[src/logic/pcfg_consts.svh]
// constants for the configuration header tail and power capability entry
// ==========================================================================
`ifndef PCFG_CONSTS_SVH
`define PCFG_CONSTS_SVH

// ==========================================================================
// register offsets, byte addresses on the config port
`define PCFG_OFF_ROM_CTRL 8'h30
`define PCFG_OFF_CAP_PTR 8'h34
`define PCFG_OFF_IRQ_LINE 8'h3C
`define PCFG_OFF_IRQ_PIN 8'h3D
`define PCFG_OFF_MIN_GNT 8'h3E
`define PCFG_OFF_MAX_LAT 8'h3F
`define PCFG_OFF_CAP_ID 8'hDC
`define PCFG_OFF_NEXT_PTR 8'hDD
`define PCFG_OFF_PM_CAP 8'hDE

// ==========================================================================
// fixed read values and reset values
`define PCFG_CAP_PTR_VAL 8'hDC
`define PCFG_IRQ_PIN_VAL 8'h01
`define PCFG_CAP_ID_VAL 8'h01
`define PCFG_NEXT_PTR_VAL 8'h00
`define PCFG_PM_VERSION 3'h1
`define PCFG_IRQ_LINE_RST 8'h00
`define PCFG_ROM_BASE_RST 16'h0000
`define PCFG_MIN_GNT_RST 8'h06
`define PCFG_MAX_LAT_RST 8'h20
`define PCFG_PARAMS_RST 16'h3800

// ==========================================================================
// field positions
`define PCFG_ROM_BASE_HI 31
`define PCFG_ROM_BASE_LO 16
`define PCFG_ROM_DEC_BIT 0
`define PCFG_EE_D1_BIT 12
`define PCFG_EE_D2_BIT 13
`define PCFG_EE_WAKE_HI 15
`define PCFG_EE_WAKE_LO 11

// ==========================================================================
// timing: grant and latency unit against the 100 MHz clock
`define PCFG_CLK_PERIOD_NS 10
`define PCFG_GNT_UNIT_NS 250
`define PCFG_GNT_UNIT_CYC (`PCFG_GNT_UNIT_NS / `PCFG_CLK_PERIOD_NS)

`endif

[src/logic/pcfg_pkg.sv]
// types for the configuration header tail block
package pcfg_pkg;

  // ========================================================================
  // state of the eeprom parameter latch
  typedef struct packed {
    logic [15:0] params;  // bus parameter word
    logic [7:0] min_gnt;  // burst period, 250 ns units
    logic [7:0] max_lat;  // access interval, 250 ns units
    logic loaded;         // an eeprom word has arrived
  } pcfg_latch_type;

  // ========================================================================
  // state of the register bank top
  typedef struct packed {
    logic [15:0] rom_base;  // rom window base
    logic rom_dec;          // rom decode enable
    logic [7:0] irq_line;   // interrupt line number
    logic [31:0] rdata;     // read data, one cycle after strobe
    logic claim;            // rom window claim
    logic [12:0] gnt_cyc;   // min grant in clock cycles
    logic [12:0] lat_cyc;   // max latency in clock cycles
  } pcfg_state_type;

endpackage : pcfg_pkg

[src/logic/pcfg_param_latch.sv]
// latch for the eeprom-loaded bus parameter, grant and latency values
`include "pcfg_consts.svh"

module pcfg_param_latch (
  input wire logic clk,             // 100 MHz clock
  input wire logic rst_b,           // async reset, active low
  input wire logic ee_word_valid,   // one-cycle strobe from eeprom reader
  input wire logic ee_word_sel,     // 0: params word, 1: {max_lat, min_gnt}
  input wire logic [15:0] ee_word,  // word read from eeprom
  output logic [15:0] params_word,  // bus parameter word
  output logic [7:0] min_gnt,       // burst period value
  output logic [7:0] max_lat,       // access interval value
  output logic loaded               // set once any word is taken
);

  // ========================================================================
  // state
  pcfg_pkg::pcfg_latch_type st_r;    // registered state
  pcfg_pkg::pcfg_latch_type st_nxt;  // next state

  // ========================================================================
  // next state: a strobe overwrites the selected word
  always_comb begin
    st_nxt = st_r;
    if (ee_word_valid) begin
      st_nxt.loaded = 1'b1;
      if (ee_word_sel) begin  // grant and latency word
        st_nxt.min_gnt = ee_word[7:0];
        st_nxt.max_lat = ee_word[15:8];
      end else begin          // parameter word
        st_nxt.params = ee_word;
      end
    end
  end

  // ========================================================================
  // registers; shipped values stand until the eeprom has been read
  always_ff @(posedge clk or negedge rst_b) begin
    if (!rst_b) begin
      st_r.params <= `PCFG_PARAMS_RST;
      st_r.min_gnt <= `PCFG_MIN_GNT_RST;
      st_r.max_lat <= `PCFG_MAX_LAT_RST;
      st_r.loaded <= 1'b0;
    end else begin
      st_r <= st_nxt;
    end
  end

  // outputs come from the flops
  assign params_word = st_r.params;
  assign min_gnt = st_r.min_gnt;
  assign max_lat = st_r.max_lat;
  assign loaded = st_r.loaded;

endmodule // pcfg_param_latch

[src/logic/pcfg_tail.sv]
// configuration header tail and power capability register bank
`include "pcfg_consts.svh"

module pcfg_tail (
  input wire logic clk,                    // 100 MHz clock
  input wire logic rst_b,                  // async reset, active low
  input wire logic [7:0] cfg_addr,         // config byte offset
  input wire logic [31:0] cfg_wdata,       // config write data
  input wire logic cfg_wr,                 // write strobe, one cycle
  input wire logic cfg_rd,                 // read strobe, one cycle
  output logic [31:0] cfg_rdata,           // read data, cycle after strobe
  input wire logic mem_space_on,           // memory space enable from command
  input wire logic rom_acc_valid,          // memory access presented
  input wire logic [31:0] rom_acc_addr,    // memory access address
  output logic rom_claim,                  // access falls in rom window
  output logic rom_decode_on,              // rom decode enable bit
  output logic [15:0] rom_window_base,     // rom window base field
  output logic [7:0] irq_line_number,      // interrupt line for drivers
  input wire logic ee_word_valid,          // eeprom word strobe
  input wire logic ee_word_sel,            // eeprom word select
  input wire logic [15:0] ee_word,         // eeprom word
  output logic [12:0] grant_cycles,        // min grant in clock cycles
  output logic [12:0] latency_cycles       // max latency in clock cycles
);

  // ========================================================================
  // address match, used by the write decode; the window compare checks address bits itself
  function automatic logic hit(input logic [7:0] a, input logic [7:0] off);
    return a == off;
  endfunction

  // ========================================================================
  // state
  pcfg_pkg::pcfg_state_type st_r;    // registered state
  pcfg_pkg::pcfg_state_type st_nxt;  // next state

  // eeprom-derived values from the latch
  logic [15:0] eeprom_bus_params_word;  // bus parameter word
  logic [7:0] min_burst_grant;          // burst period value
  logic [7:0] max_bus_latency;          // access interval value
  logic params_loaded;                  // eeprom word seen

  // combinational read view
  logic [15:0] power_capabilities;  // assembled capability word
  logic [31:0] rom_window_control;  // assembled rom control word
  logic [31:0] read_word;           // selected read value

  // ========================================================================
  // eeprom parameter latch
  pcfg_param_latch u_latch (
    .clk(clk),
    .rst_b(rst_b),
    .ee_word_valid(ee_word_valid),
    .ee_word_sel(ee_word_sel),
    .ee_word(ee_word),
    .params_word(eeprom_bus_params_word),
    .min_gnt(min_burst_grant),
    .max_lat(max_bus_latency),
    .loaded(params_loaded)
  );

  // ========================================================================
  // assembled words
  // power capability: wake mask and d1/d2 straight from eeprom,
  // aux power and pme clock hard zero, reserved bits zero
  always_comb begin
    power_capabilities = {
      eeprom_bus_params_word[`PCFG_EE_WAKE_HI:`PCFG_EE_WAKE_LO],
      eeprom_bus_params_word[`PCFG_EE_D2_BIT],
      eeprom_bus_params_word[`PCFG_EE_D1_BIT],
      4'h0,                  // reserved
      1'b0,                  // no aux power
      1'b0,                  // no clock needed for wake
      `PCFG_PM_VERSION
    };
    // rom control: bits 15:1 have no storage and read zero
    rom_window_control = {st_r.rom_base, 15'h0000, st_r.rom_dec};
  end

  // ========================================================================
  // read mux; narrow registers sit in the low bits, unmapped reads zero
  always_comb begin
    read_word = 32'h0000_0000;
    case (cfg_addr)
      `PCFG_OFF_ROM_CTRL: begin
        read_word = rom_window_control;
      end
      `PCFG_OFF_CAP_PTR: begin
        read_word = {24'h00_0000, `PCFG_CAP_PTR_VAL};
      end
      `PCFG_OFF_IRQ_LINE: begin
        read_word = {24'h00_0000, st_r.irq_line};
      end
      `PCFG_OFF_IRQ_PIN: begin
        read_word = {24'h00_0000, `PCFG_IRQ_PIN_VAL};
      end
      `PCFG_OFF_MIN_GNT: begin
        read_word = {24'h00_0000, min_burst_grant};
      end
      `PCFG_OFF_MAX_LAT: begin
        read_word = {24'h00_0000, max_bus_latency};
      end
      `PCFG_OFF_CAP_ID: begin
        read_word = {24'h00_0000, `PCFG_CAP_ID_VAL};
      end
      `PCFG_OFF_NEXT_PTR: begin
        read_word = {24'h00_0000, `PCFG_NEXT_PTR_VAL};
      end
      `PCFG_OFF_PM_CAP: begin
        read_word = {16'h0000, power_capabilities};
      end
      default: begin
        read_word = 32'h0000_0000;  // unmapped
      end
    endcase
  end

  // ========================================================================
  // next state: writes, read data, window claim, timing hints
  always_comb begin
    st_nxt = st_r;
    // rom control: only base and decode enable take write data
    if (cfg_wr && hit(cfg_addr, `PCFG_OFF_ROM_CTRL)) begin
      st_nxt.rom_base = cfg_wdata[`PCFG_ROM_BASE_HI:`PCFG_ROM_BASE_LO];
      st_nxt.rom_dec = cfg_wdata[`PCFG_ROM_DEC_BIT];
    end
    // interrupt line is kept for the driver even though nothing here uses it
    if (cfg_wr && hit(cfg_addr, `PCFG_OFF_IRQ_LINE)) begin
      st_nxt.irq_line = cfg_wdata[7:0];
    end
    // read data stand only in the cycle after the strobe
    if (cfg_rd) begin
      st_nxt.rdata = read_word;
    end else begin
      st_nxt.rdata = 32'h0000_0000;
    end
    // window claim: compare upper 16 address bits, 64 KB granules;
    // the settings in force before a same-cycle write are used
    st_nxt.claim = rom_acc_valid && st_r.rom_dec && mem_space_on
                   && (rom_acc_addr[31:16] == st_r.rom_base);
    // timing hints for the bus master, recomputed every cycle
    st_nxt.gnt_cyc = 13'(min_burst_grant) * 13'(`PCFG_GNT_UNIT_CYC);
    st_nxt.lat_cyc = 13'(max_bus_latency) * 13'(`PCFG_GNT_UNIT_CYC);
  end

  // ========================================================================
  // registers
  always_ff @(posedge clk or negedge rst_b) begin
    if (!rst_b) begin
      st_r.rom_base <= `PCFG_ROM_BASE_RST;
      st_r.rom_dec <= 1'b0;  // window off after reset
      st_r.irq_line <= `PCFG_IRQ_LINE_RST;
      st_r.rdata <= 32'h0000_0000;
      st_r.claim <= 1'b0;
      st_r.gnt_cyc <= 13'h0000;
      st_r.lat_cyc <= 13'h0000;
    end else begin
      st_r <= st_nxt;
    end
  end

  // ========================================================================
  // outputs, all straight from flops
  assign cfg_rdata = st_r.rdata;
  assign rom_claim = st_r.claim;
  assign rom_decode_on = st_r.rom_dec;
  assign rom_window_base = st_r.rom_base;
  assign irq_line_number = st_r.irq_line;
  assign grant_cycles = st_r.gnt_cyc;
  assign latency_cycles = st_r.lat_cyc;
endmodule // pcfg_tail

[config.mk]
export PLATFORM = sky130hd
export DESIGN_NAME = pcfg_tail
export DESIGN_NICKNAME = d
export VERILOG_FILES = /design/src/logic/pcfg_pkg.sv /design/src/logic/pcfg_param_latch.sv /design/src/logic/pcfg_tail.sv
export VERILOG_INCLUDE_DIRS = /design/src /design/src/logic
export SDC_FILE = /design/constraint.sdc
export NUM_CORES = 1
export LEC_CHECK = 0
export ABC_AREA = 1
export BUFFER_PORTS_ARGS = -buffer_cell sky130_fd_sc_hd__buf_2
export CAP_MARGIN = 10
export CORE_ASPECT_RATIO = 0.9
export CORE_MARGIN = 10
export CORE_UTILIZATION = 50
export CTS_BUF_LIST = sky130_fd_sc_hd__clkbuf_8 sky130_fd_sc_hd__clkbuf_16
export CTS_CLUSTER_SIZE = 16
export DETAILED_ROUTE_END_ITERATION = 6
export MAX_ROUTING_LAYER = met4
export PLACE_DENSITY_LB_ADDON = 0.15
export SLEW_MARGIN = 20
export SYNTH_ARGS = -nofsm -noshare
export SYNTH_HDL_FRONTEND = slang
export SYNTH_HIERARCHICAL = 1
export SYNTH_SLANG_ARGS = --single-unit
[constraint.sdc]
create_clock -name clk -period 7.9 [get_ports clk]
set_input_delay 0.395 -clock clk [delete_from_list [all_inputs] [get_ports clk]]
set_output_delay 0.395 -clock clk [all_outputs]
set_load 0.1 [all_outputs]
Word level (Yosys, flattened, before mapping) --
Cells that the tools add are included.
Storage, ports and cells: bits in registers 116, logic and storage cells 32, output and inout bits 84, input bits 96
Cells by class: reduce and logical (&&, ||, !) cells 8, bitwise operators 1, multipliers 2, eq/ne operators 9, muxes and demuxes 2
Operators with widths (number):
- case mux 32 bit (7 select lines) | 1
- equality test 8 x 6 -> 1 bit, second input constant | 6
- two-way mux 32 bit | 1
- multiplier 8 x 5 -> 13 bit, second input constant | 2
- equality test 16 bit | 1
- equality test 8 bit, second input constant | 2
- logical AND 1 bit | 5
- AND reduction 2 bit | 2
- OR reduction 2 bit | 1
- inverter 1 bit | 1

Logic depth before layout (Yosys ltp) --
Gate-level depths: netlist of the first run.
depth after elaboration 4, mapped depth 12, depth with buffers taken out 12

Modules after synthesis --
The synthesis of the first run kept the hierarchy.
By module, submodules not included:
- pcfg_tail | cells each 506, area an instance 4553.1 um^2, times used 1
- pcfg_param_latch | cells each 142, area an instance 1358.8 um^2, times used 1

Worst setup path after synthesis of the first run --
No wires, ideal clock.
path kind reg-to-reg, from reg, netlist name u_latch/max_lat[3], to reg st_r (netlist bit latency_cycles[12]), slack 5.309 ns, period minus slack after synthesis 2.591 ns, path buffers 0, data arrival time 2.475 ns, data required time 7.783 ns, stages on the path, launching flop included 12, library setup time 0.117 ns, path through dfrtp_1 ha_1 ha_1 inv_1 fa_1 inv_1 ha_1 nand2_1 o21ai_0 nand4_1 nand3_1 nand2_1
RTL lines:
- to (signal assigned) | RTL line pcfg_tail.sv:158 | st_r <= st_nxt;
- to (decl) | RTL line pcfg_tail.sv:34 | pcfg_pkg::pcfg_state_type st_r;

==> results of run 1 <==
## per-stage QoR
stage                     setup WS [ps]  instance area (µm²)
final                              4950                 6550
after floorplan                    5310                 5470
after CTS                          4950                 6550
after detailed placement           4970                 6260
after global routing               4690                 6550
after global placement             5060                 6260
## layout make-up
class	count	share of cell area [%]
tap	133	2.54
clock buffer	9	3.44
sequential	102	39.1
clock inverter	7	0.936
inverter	75	4.37
multi-input combinational	406	37.7
timing repair buffer	155	11.9
## worst min path at each step
stage / cells past startpoint / start / slack (ps) / to
global placement: 0 / u_latch/min_gnt[2] / 440 / grant_cycles[2]
finish: 1 / rst_b / 60 / rom_window_base[14]
CTS: 1 / rst_b / 80 / rom_window_base[14]
detailed placement: 0 / u_latch/min_gnt[1] / 440 / grant_cycles[1]
floorplan: 0 / rst_b / 100 / cfg_rdata[0]
global route: 1 / rst_b / 100 / rom_window_base[14]
## flip-flops by register name (all words and copies together) (netlist names)
| signal | cells |
|---|---|
| cfg_rdata | 29 |
| rom_decode_on | 1 |
| rom_claim | 1 |
| rom_window_base | 16 |
| u_latch/max_lat | 8 |
| latency_cycles | 13 |
| grant_cycles | 13 |
| irq_line_number | 8 |
| u_latch/min_gnt | 8 |
| u_latch/params_word | 5 |
## report_power, final
| part | internal, mW | total [mW] | switching [mW] |
|---|---|---|---|
| combinational | 0.185 | 0.861 | 0.676 |
| sequential | 0.599 | 0.640 | 0.0409 |
| clock | 0.242 | 0.435 | 0.193 |
| total | 1.03 | 1.94 | 0.910 |
## cells in the final DEF, fill, tap and decap left out, drive strengths merged, types with 4 or more instances in the layout
| cell | count |
|---|---|
| a21oi | 8 |
| buf | 155 |
| clkbuf | 9 |
| dfrtp | 96 |
| dfstp | 6 |
| fa | 6 |
| ha | 58 |
| inv | 79 |
| nand2 | 162 |
| nand3 | 55 |
| nand4 | 5 |
| nor2 | 48 |
| nor3 | 4 |
| o21ai | 27 |
| xnor2 | 10 |
| xor2 | 11 |
## per-layer routing
metal | global-route usage [%] | part of all wire [%] | vias to the layer above
li1 | - | - | 2200
met5 | - | 0 | -
met1 | 22.4 | 44 | 2080
met2 | 29.3 | 47 | 145
met4 | 6.88 | 1.8 | 0
met3 | 4.75 | 6.6 | 22
## critical path, cell delays in order, from the launching register on
cell	delay [ps]
dfrtp_1	460
ha_1	340
ha_1	280
inv_1	50
fa_1	500
inv_1	50
ha_1	350
nand2_1	60
o21ai_0	430
nand3_1	130
nand2_1	110
xor2_1	140
==> flow_metrics.env, run 1 <==
export IMPL_cts_buffers_inserted=9
export IMPL_wl_per_cell_um=15.4
export IMPL_clockBufferDepth=2
export IMPL_cp_data_arrival_time_ps=3230
export IMPL_drive_above_1_share_pct=26.1
export IMPL_num_vias=4447
export IMPL_hold_viol=0
export IMPL_status="completed"
export IMPL_wirelength_mm=13.7
export IMPL_p_leak_nw=3.84
export IMPL_place_gp_congestion=0.883
export IMPL_root_buffer="clkbuf_16"
export IMPL_fmax_mhz=339
export IMPL_dieWidth_um=130
export IMPL_cap_violations=0
export IMPL_clock_sinks=102
export IMPL_multi_input_area_um2=2470
export IMPL_cts_setup_buffers=0
export IMPL_synth_cells=602
export IMPL_reg2reg_to="grant_cycles[12]"
export IMPL_h_tree_depth=3
export IMPL_first_pass_iters=4
export IMPL_grt_max_degree=54
export IMPL_r2r_slack_ps=4950
export IMPL_startpoint="u_latch/min_gnt[3]"
export IMPL_setup_viol=0
export IMPL_fin_tns_setup_ps=0
export IMPL_register_area_um2=2560
export IMPL_antenna_cells=0
export IMPL_placed_cells=871
export IMPL_antenna_found_initial=0
export IMPL_post_cts_resized=0
export IMPL_die_h_um=119
export IMPL_period_minus_slack_ps=2950
export IMPL_slew_headroom_pct=55.6
export IMPL_slew_viol_final=0
export IMPL_ios=180
export IMPL_clk_insertion_delay_late_ps=350
export IMPL_std_cell_rows=36
export IMPL_rsz0062_at_grt="no"
export IMPL_vdd_drop_max_uv=206
export IMPL_hp_class="in -> async"
export IMPL_grt_pass1_wl_mm=22.3
export IMPL_dp_hpwl_mm=10.8
export IMPL_syn_avg_cell_area_um2=9.08
export IMPL_overflow=0
export IMPL_grt_usage_pct=18.6
export IMPL_yosysWarnings=6
export IMPL_fin_hold_ws_ps=64.8
export IMPL_crit_path_end_kind="register"
export IMPL_utilization_pct=60.8
export IMPL_syn_to_final_growth_pct=19.8
export IMPL_initial_utilization_pct=50.8
export IMPL_synth_area_um2=5470
export IMPL_fp_dieArea_um2=15500
export IMPL_first_iter_violations=283
export IMPL_cts_tree="yes"
export IMPL_fin_worst_skew_ps=3.50
export IMPL_portBuffers=154
export IMPL_worst_slew_pin_slew_ps=665
export IMPL_instances_no_fill=887
export IMPL_crit_required_ps=8180
export IMPL_p_per_area_nw_per_um2=296
export IMPL_worst_path_max_fanout=5
export IMPL_n_fill_cell=955
export IMPL_avgViaCountPerCell=5.01
export IMPL_crit_type="reg -> reg"
export IMPL_postCtsHoldBufs=0
export IMPL_postRouteAntennaNets=0
export IMPL_drc=0
export IMPL_reg2reg_depth=11
export IMPL_post_route_period_util_pct=37.3
export IMPL_total_power_mw=1.94
export IMPL_reg2reg_from="u_latch/min_gnt[3]"
export IMPL_nets=909
export IMPL_core_area_um2=10800
export IMPL_clk_pin_slew_ps=70
export IMPL_grt_pass1_vias=4616
export IMPL_synth_nets=762
export IMPL_startpoint_type="register"
export IMPL_crit_path_end="grant_cycles[12]"
No activity file was read; power rests on OpenSTA's default activity.
==> inputs of run 2 (changes only) <==
==> constraint.sdc (replaced) <==
create_clock -name clk -period 3.1 [get_ports clk]
set_input_delay 0.155 -clock clk [delete_from_list [all_inputs] [get_ports clk]]
set_output_delay 0.155 -clock clk [all_outputs]
set_load 0.1 [all_outputs]
==> run 2 against run 1 <==
Clock skew is 4.0 ps higher. Flip-flop and latch count did not move. Final cell count increased by 0.34%. Global-route usage down 0.10 points. Combinational power rose to 2.5 times the previous value. Via count shrank 1.4%. Sequential power rose to 2.5 times the previous value. Register-to-register slack got worse by 4700 ps. Setup slack got worse by 4700 ps.
==> flow_metrics.env, run 2 (synthesis gave the netlist of run 1 again) <==
export IMPL_reg2reg_from="u_latch/max_lat[3]"
export IMPL_period_minus_slack_ps=2880
export IMPL_fmax_mhz=347
export IMPL_fin_ws_ps=216
export IMPL_power_frac_seq_pct=33.1
export IMPL_n_fill_cell=973
export IMPL_die_h_um=119
export IMPL_fin_worst_skew_ps=7.50
export IMPL_place_gp_congestion=0.872
export IMPL_clk_pin_slew_ps=70
export IMPL_syn_to_final_growth_pct=20.3
export IMPL_fin_tns_setup_ps=0
export IMPL_p_leak_nw=3.85
export IMPL_reg2reg_depth=11
export IMPL_reg2reg_to="latency_cycles[12]"
export IMPL_hp_class="in -> reg"
export IMPL_pre_cts_ws_ps=203
export IMPL_grt_max_degree=56
export IMPL_crit_path_end="latency_cycles[12]"
export IMPL_drive_above_1_share_pct=26.7
export IMPL_final_cell_mix="nand2_1, buf_2, dfrtp_1"
export IMPL_internal_power_mw=2.59
export IMPL_antenna_found_initial=0
export IMPL_avgViaCountPerCell=4.92
export IMPL_root_buffer="clkbuf_16"
export IMPL_fin_hold_ws_ps=18.5
export IMPL_wirelength_met1_mm=6.07
export IMPL_power_frac_comb_pct=44.7
export IMPL_core_area_um2=10800
export IMPL_dp_hpwl_mm=10.7
export IMPL_vdd_drop_max_uv=575
export IMPL_p_per_area_nw_per_um2=746
export IMPL_cts_tree="yes"
export IMPL_std_cell_rows=36
export IMPL_r2r_slack_ps=220
export IMPL_fp_dieArea_um2=15500
export IMPL_slew_headroom_pct=53.2
export IMPL_netSwitchingFraction_pct=47.2
export IMPL_setup_viol=0
export IMPL_worst_path_max_fanout=5
export IMPL_ios=180
export IMPL_drc=0
export IMPL_crit_path_end_kind="register"
export IMPL_cts_buffers_inserted=9
export IMPL_status="completed"
export IMPL_p_clk_share_pct=22.1
export IMPL_hold_viol=0
export IMPL_cap_violations=0
export IMPL_slew_viol_final=0
export IMPL_wl_met3_um=948
export IMPL_grt_pass1_wl_mm=22.3
export IMPL_cp_data_arrival_time_ps=3120
export IMPL_clock_sinks=102
export IMPL_startpoint_type="register"
export IMPL_wl_met2_mm=6.35
export IMPL_portBuffers=154
export IMPL_postRouteAntennaNets=0
export IMPL_grt_usage_pct=18.5
export IMPL_first_pass_iters=4
export IMPL_clk_insertion_delay_late_ps=350
export IMPL_p_sw_mw=2.32
export IMPL_wl_per_cell_um=15.2
export IMPL_num_vias=4383
export IMPL_wirelength_mm=13.5
export IMPL_initial_utilization_pct=50.8
export IMPL_h_tree_depth=3
export IMPL_clockBufferDepth=2
export IMPL_post_route_period_util_pct=93.0
export IMPL_grt_pass1_vias=4487
export IMPL_dieWidth_um=130
export IMPL_cts_setup_buffers=0
export IMPL_overflow=0
export IMPL_top_layer_used="met4"
export IMPL_startpoint="u_latch/max_lat[3]"
export IMPL_layout_commonest_cell="nand2_1"
export IMPL_utilization_pct=61.1
export IMPL_crit_required_ps=3340
export IMPL_nets=912
export IMPL_antenna_cells=0
export IMPL_worst_slew_pin_slew_ps=702
export IMPL_crit_type="reg -> reg"
export IMPL_first_iter_violations=283
export IMPL_rsz0062_at_grt="no"
export IMPL_largest_register_ffs=29
[run 2: worst min-delay path by stage]
stage | start | to | slack (ps) | cells after the start
2_1_floorplan | rst_b | cfg_rdata[0] | -140 | 0
3_3_place_gp | rst_b | latency_cycles[12] | 240 | 1
3_5_place_dp | rst_b | latency_cycles[12] | 250 | 1
4_1_cts | cfg_wdata[25] | rom_window_base[9] | 4 | 3
5_1_grt | cfg_wdata[0] | rom_decode_on | 10 | 3
6_report | cfg_wdata[28] | rom_window_base[12] | 20 | 3
[run 2: what timing repair did]
| action | in CTS | in global routing |
|---|---|---|
| hold buffers | 1 | 0 |
| endpoints found under the hold margin | 49 | 0 |
| resized for setup | 0 | 1 |
| endpoints found under the setup margin | 0 | 1 |
[run 2: area by class of cell]
| type | count | area, µm² | share of cell area [%] |
|---|---|---|---|
| Clock inverter | 5 | 33.8 | 0.514 |
| Clock buffer | 11 | 253 | 3.84 |
| Tap cell | 133 | 166 | 2.53 |
| Multi-Input combinational cell | 406 | 2470 | 37.6 |
| Sequential cell | 102 | 2560 | 38.9 |
| Inverter | 75 | 287 | 4.36 |
| Timing Repair Buffer | 158 | 806 | 12.3 |
[run 2: critical path: stages (launching register included)]
cell and delay [ps]:
dfrtp_1 450, ha_1 330, ha_1 290, inv_1 60, fa_1 490, inv_1 40, ha_1 340, nand2_1 60
o21ai_0 360, nand4_1 180, nand3_1 130, nand2_1 50
[run 2: routing by layer]
metal,vias up,track usage (%)
met2,135,28.3
met1,2027,23.2
met4,0,4.42
met3,13,5.90
li1,2208,-
met5,-,-
[run 2: power by group through the flow]
| stage | Sequential, mW | Combinational (mW) | Clock (mW) |
|---|---|---|---|
| 2_1_floorplan | 2.74 | 0.679 | 0 |
| 3_3_place_gp | 1.65 | 2.16 | 0 |
| 3_5_place_dp | 1.65 | 2.20 | 0 |
| 4_1_cts | 1.63 | 2.21 | 1.13 |
| 5_1_grt | 1.65 | 2.38 | 1.19 |
| 6_report | 1.62 | 2.19 | 1.09 |
[run 2: stage by stage]
step                cell area, µm²  cells  power [mW]
finish                        6580    890        4.90
global route                  6580    890        5.21
CTS                           6580    890        4.96
detailed placement            6280    873        3.85
global placement              6280    873        3.81
floorplan                     5470    602        3.42
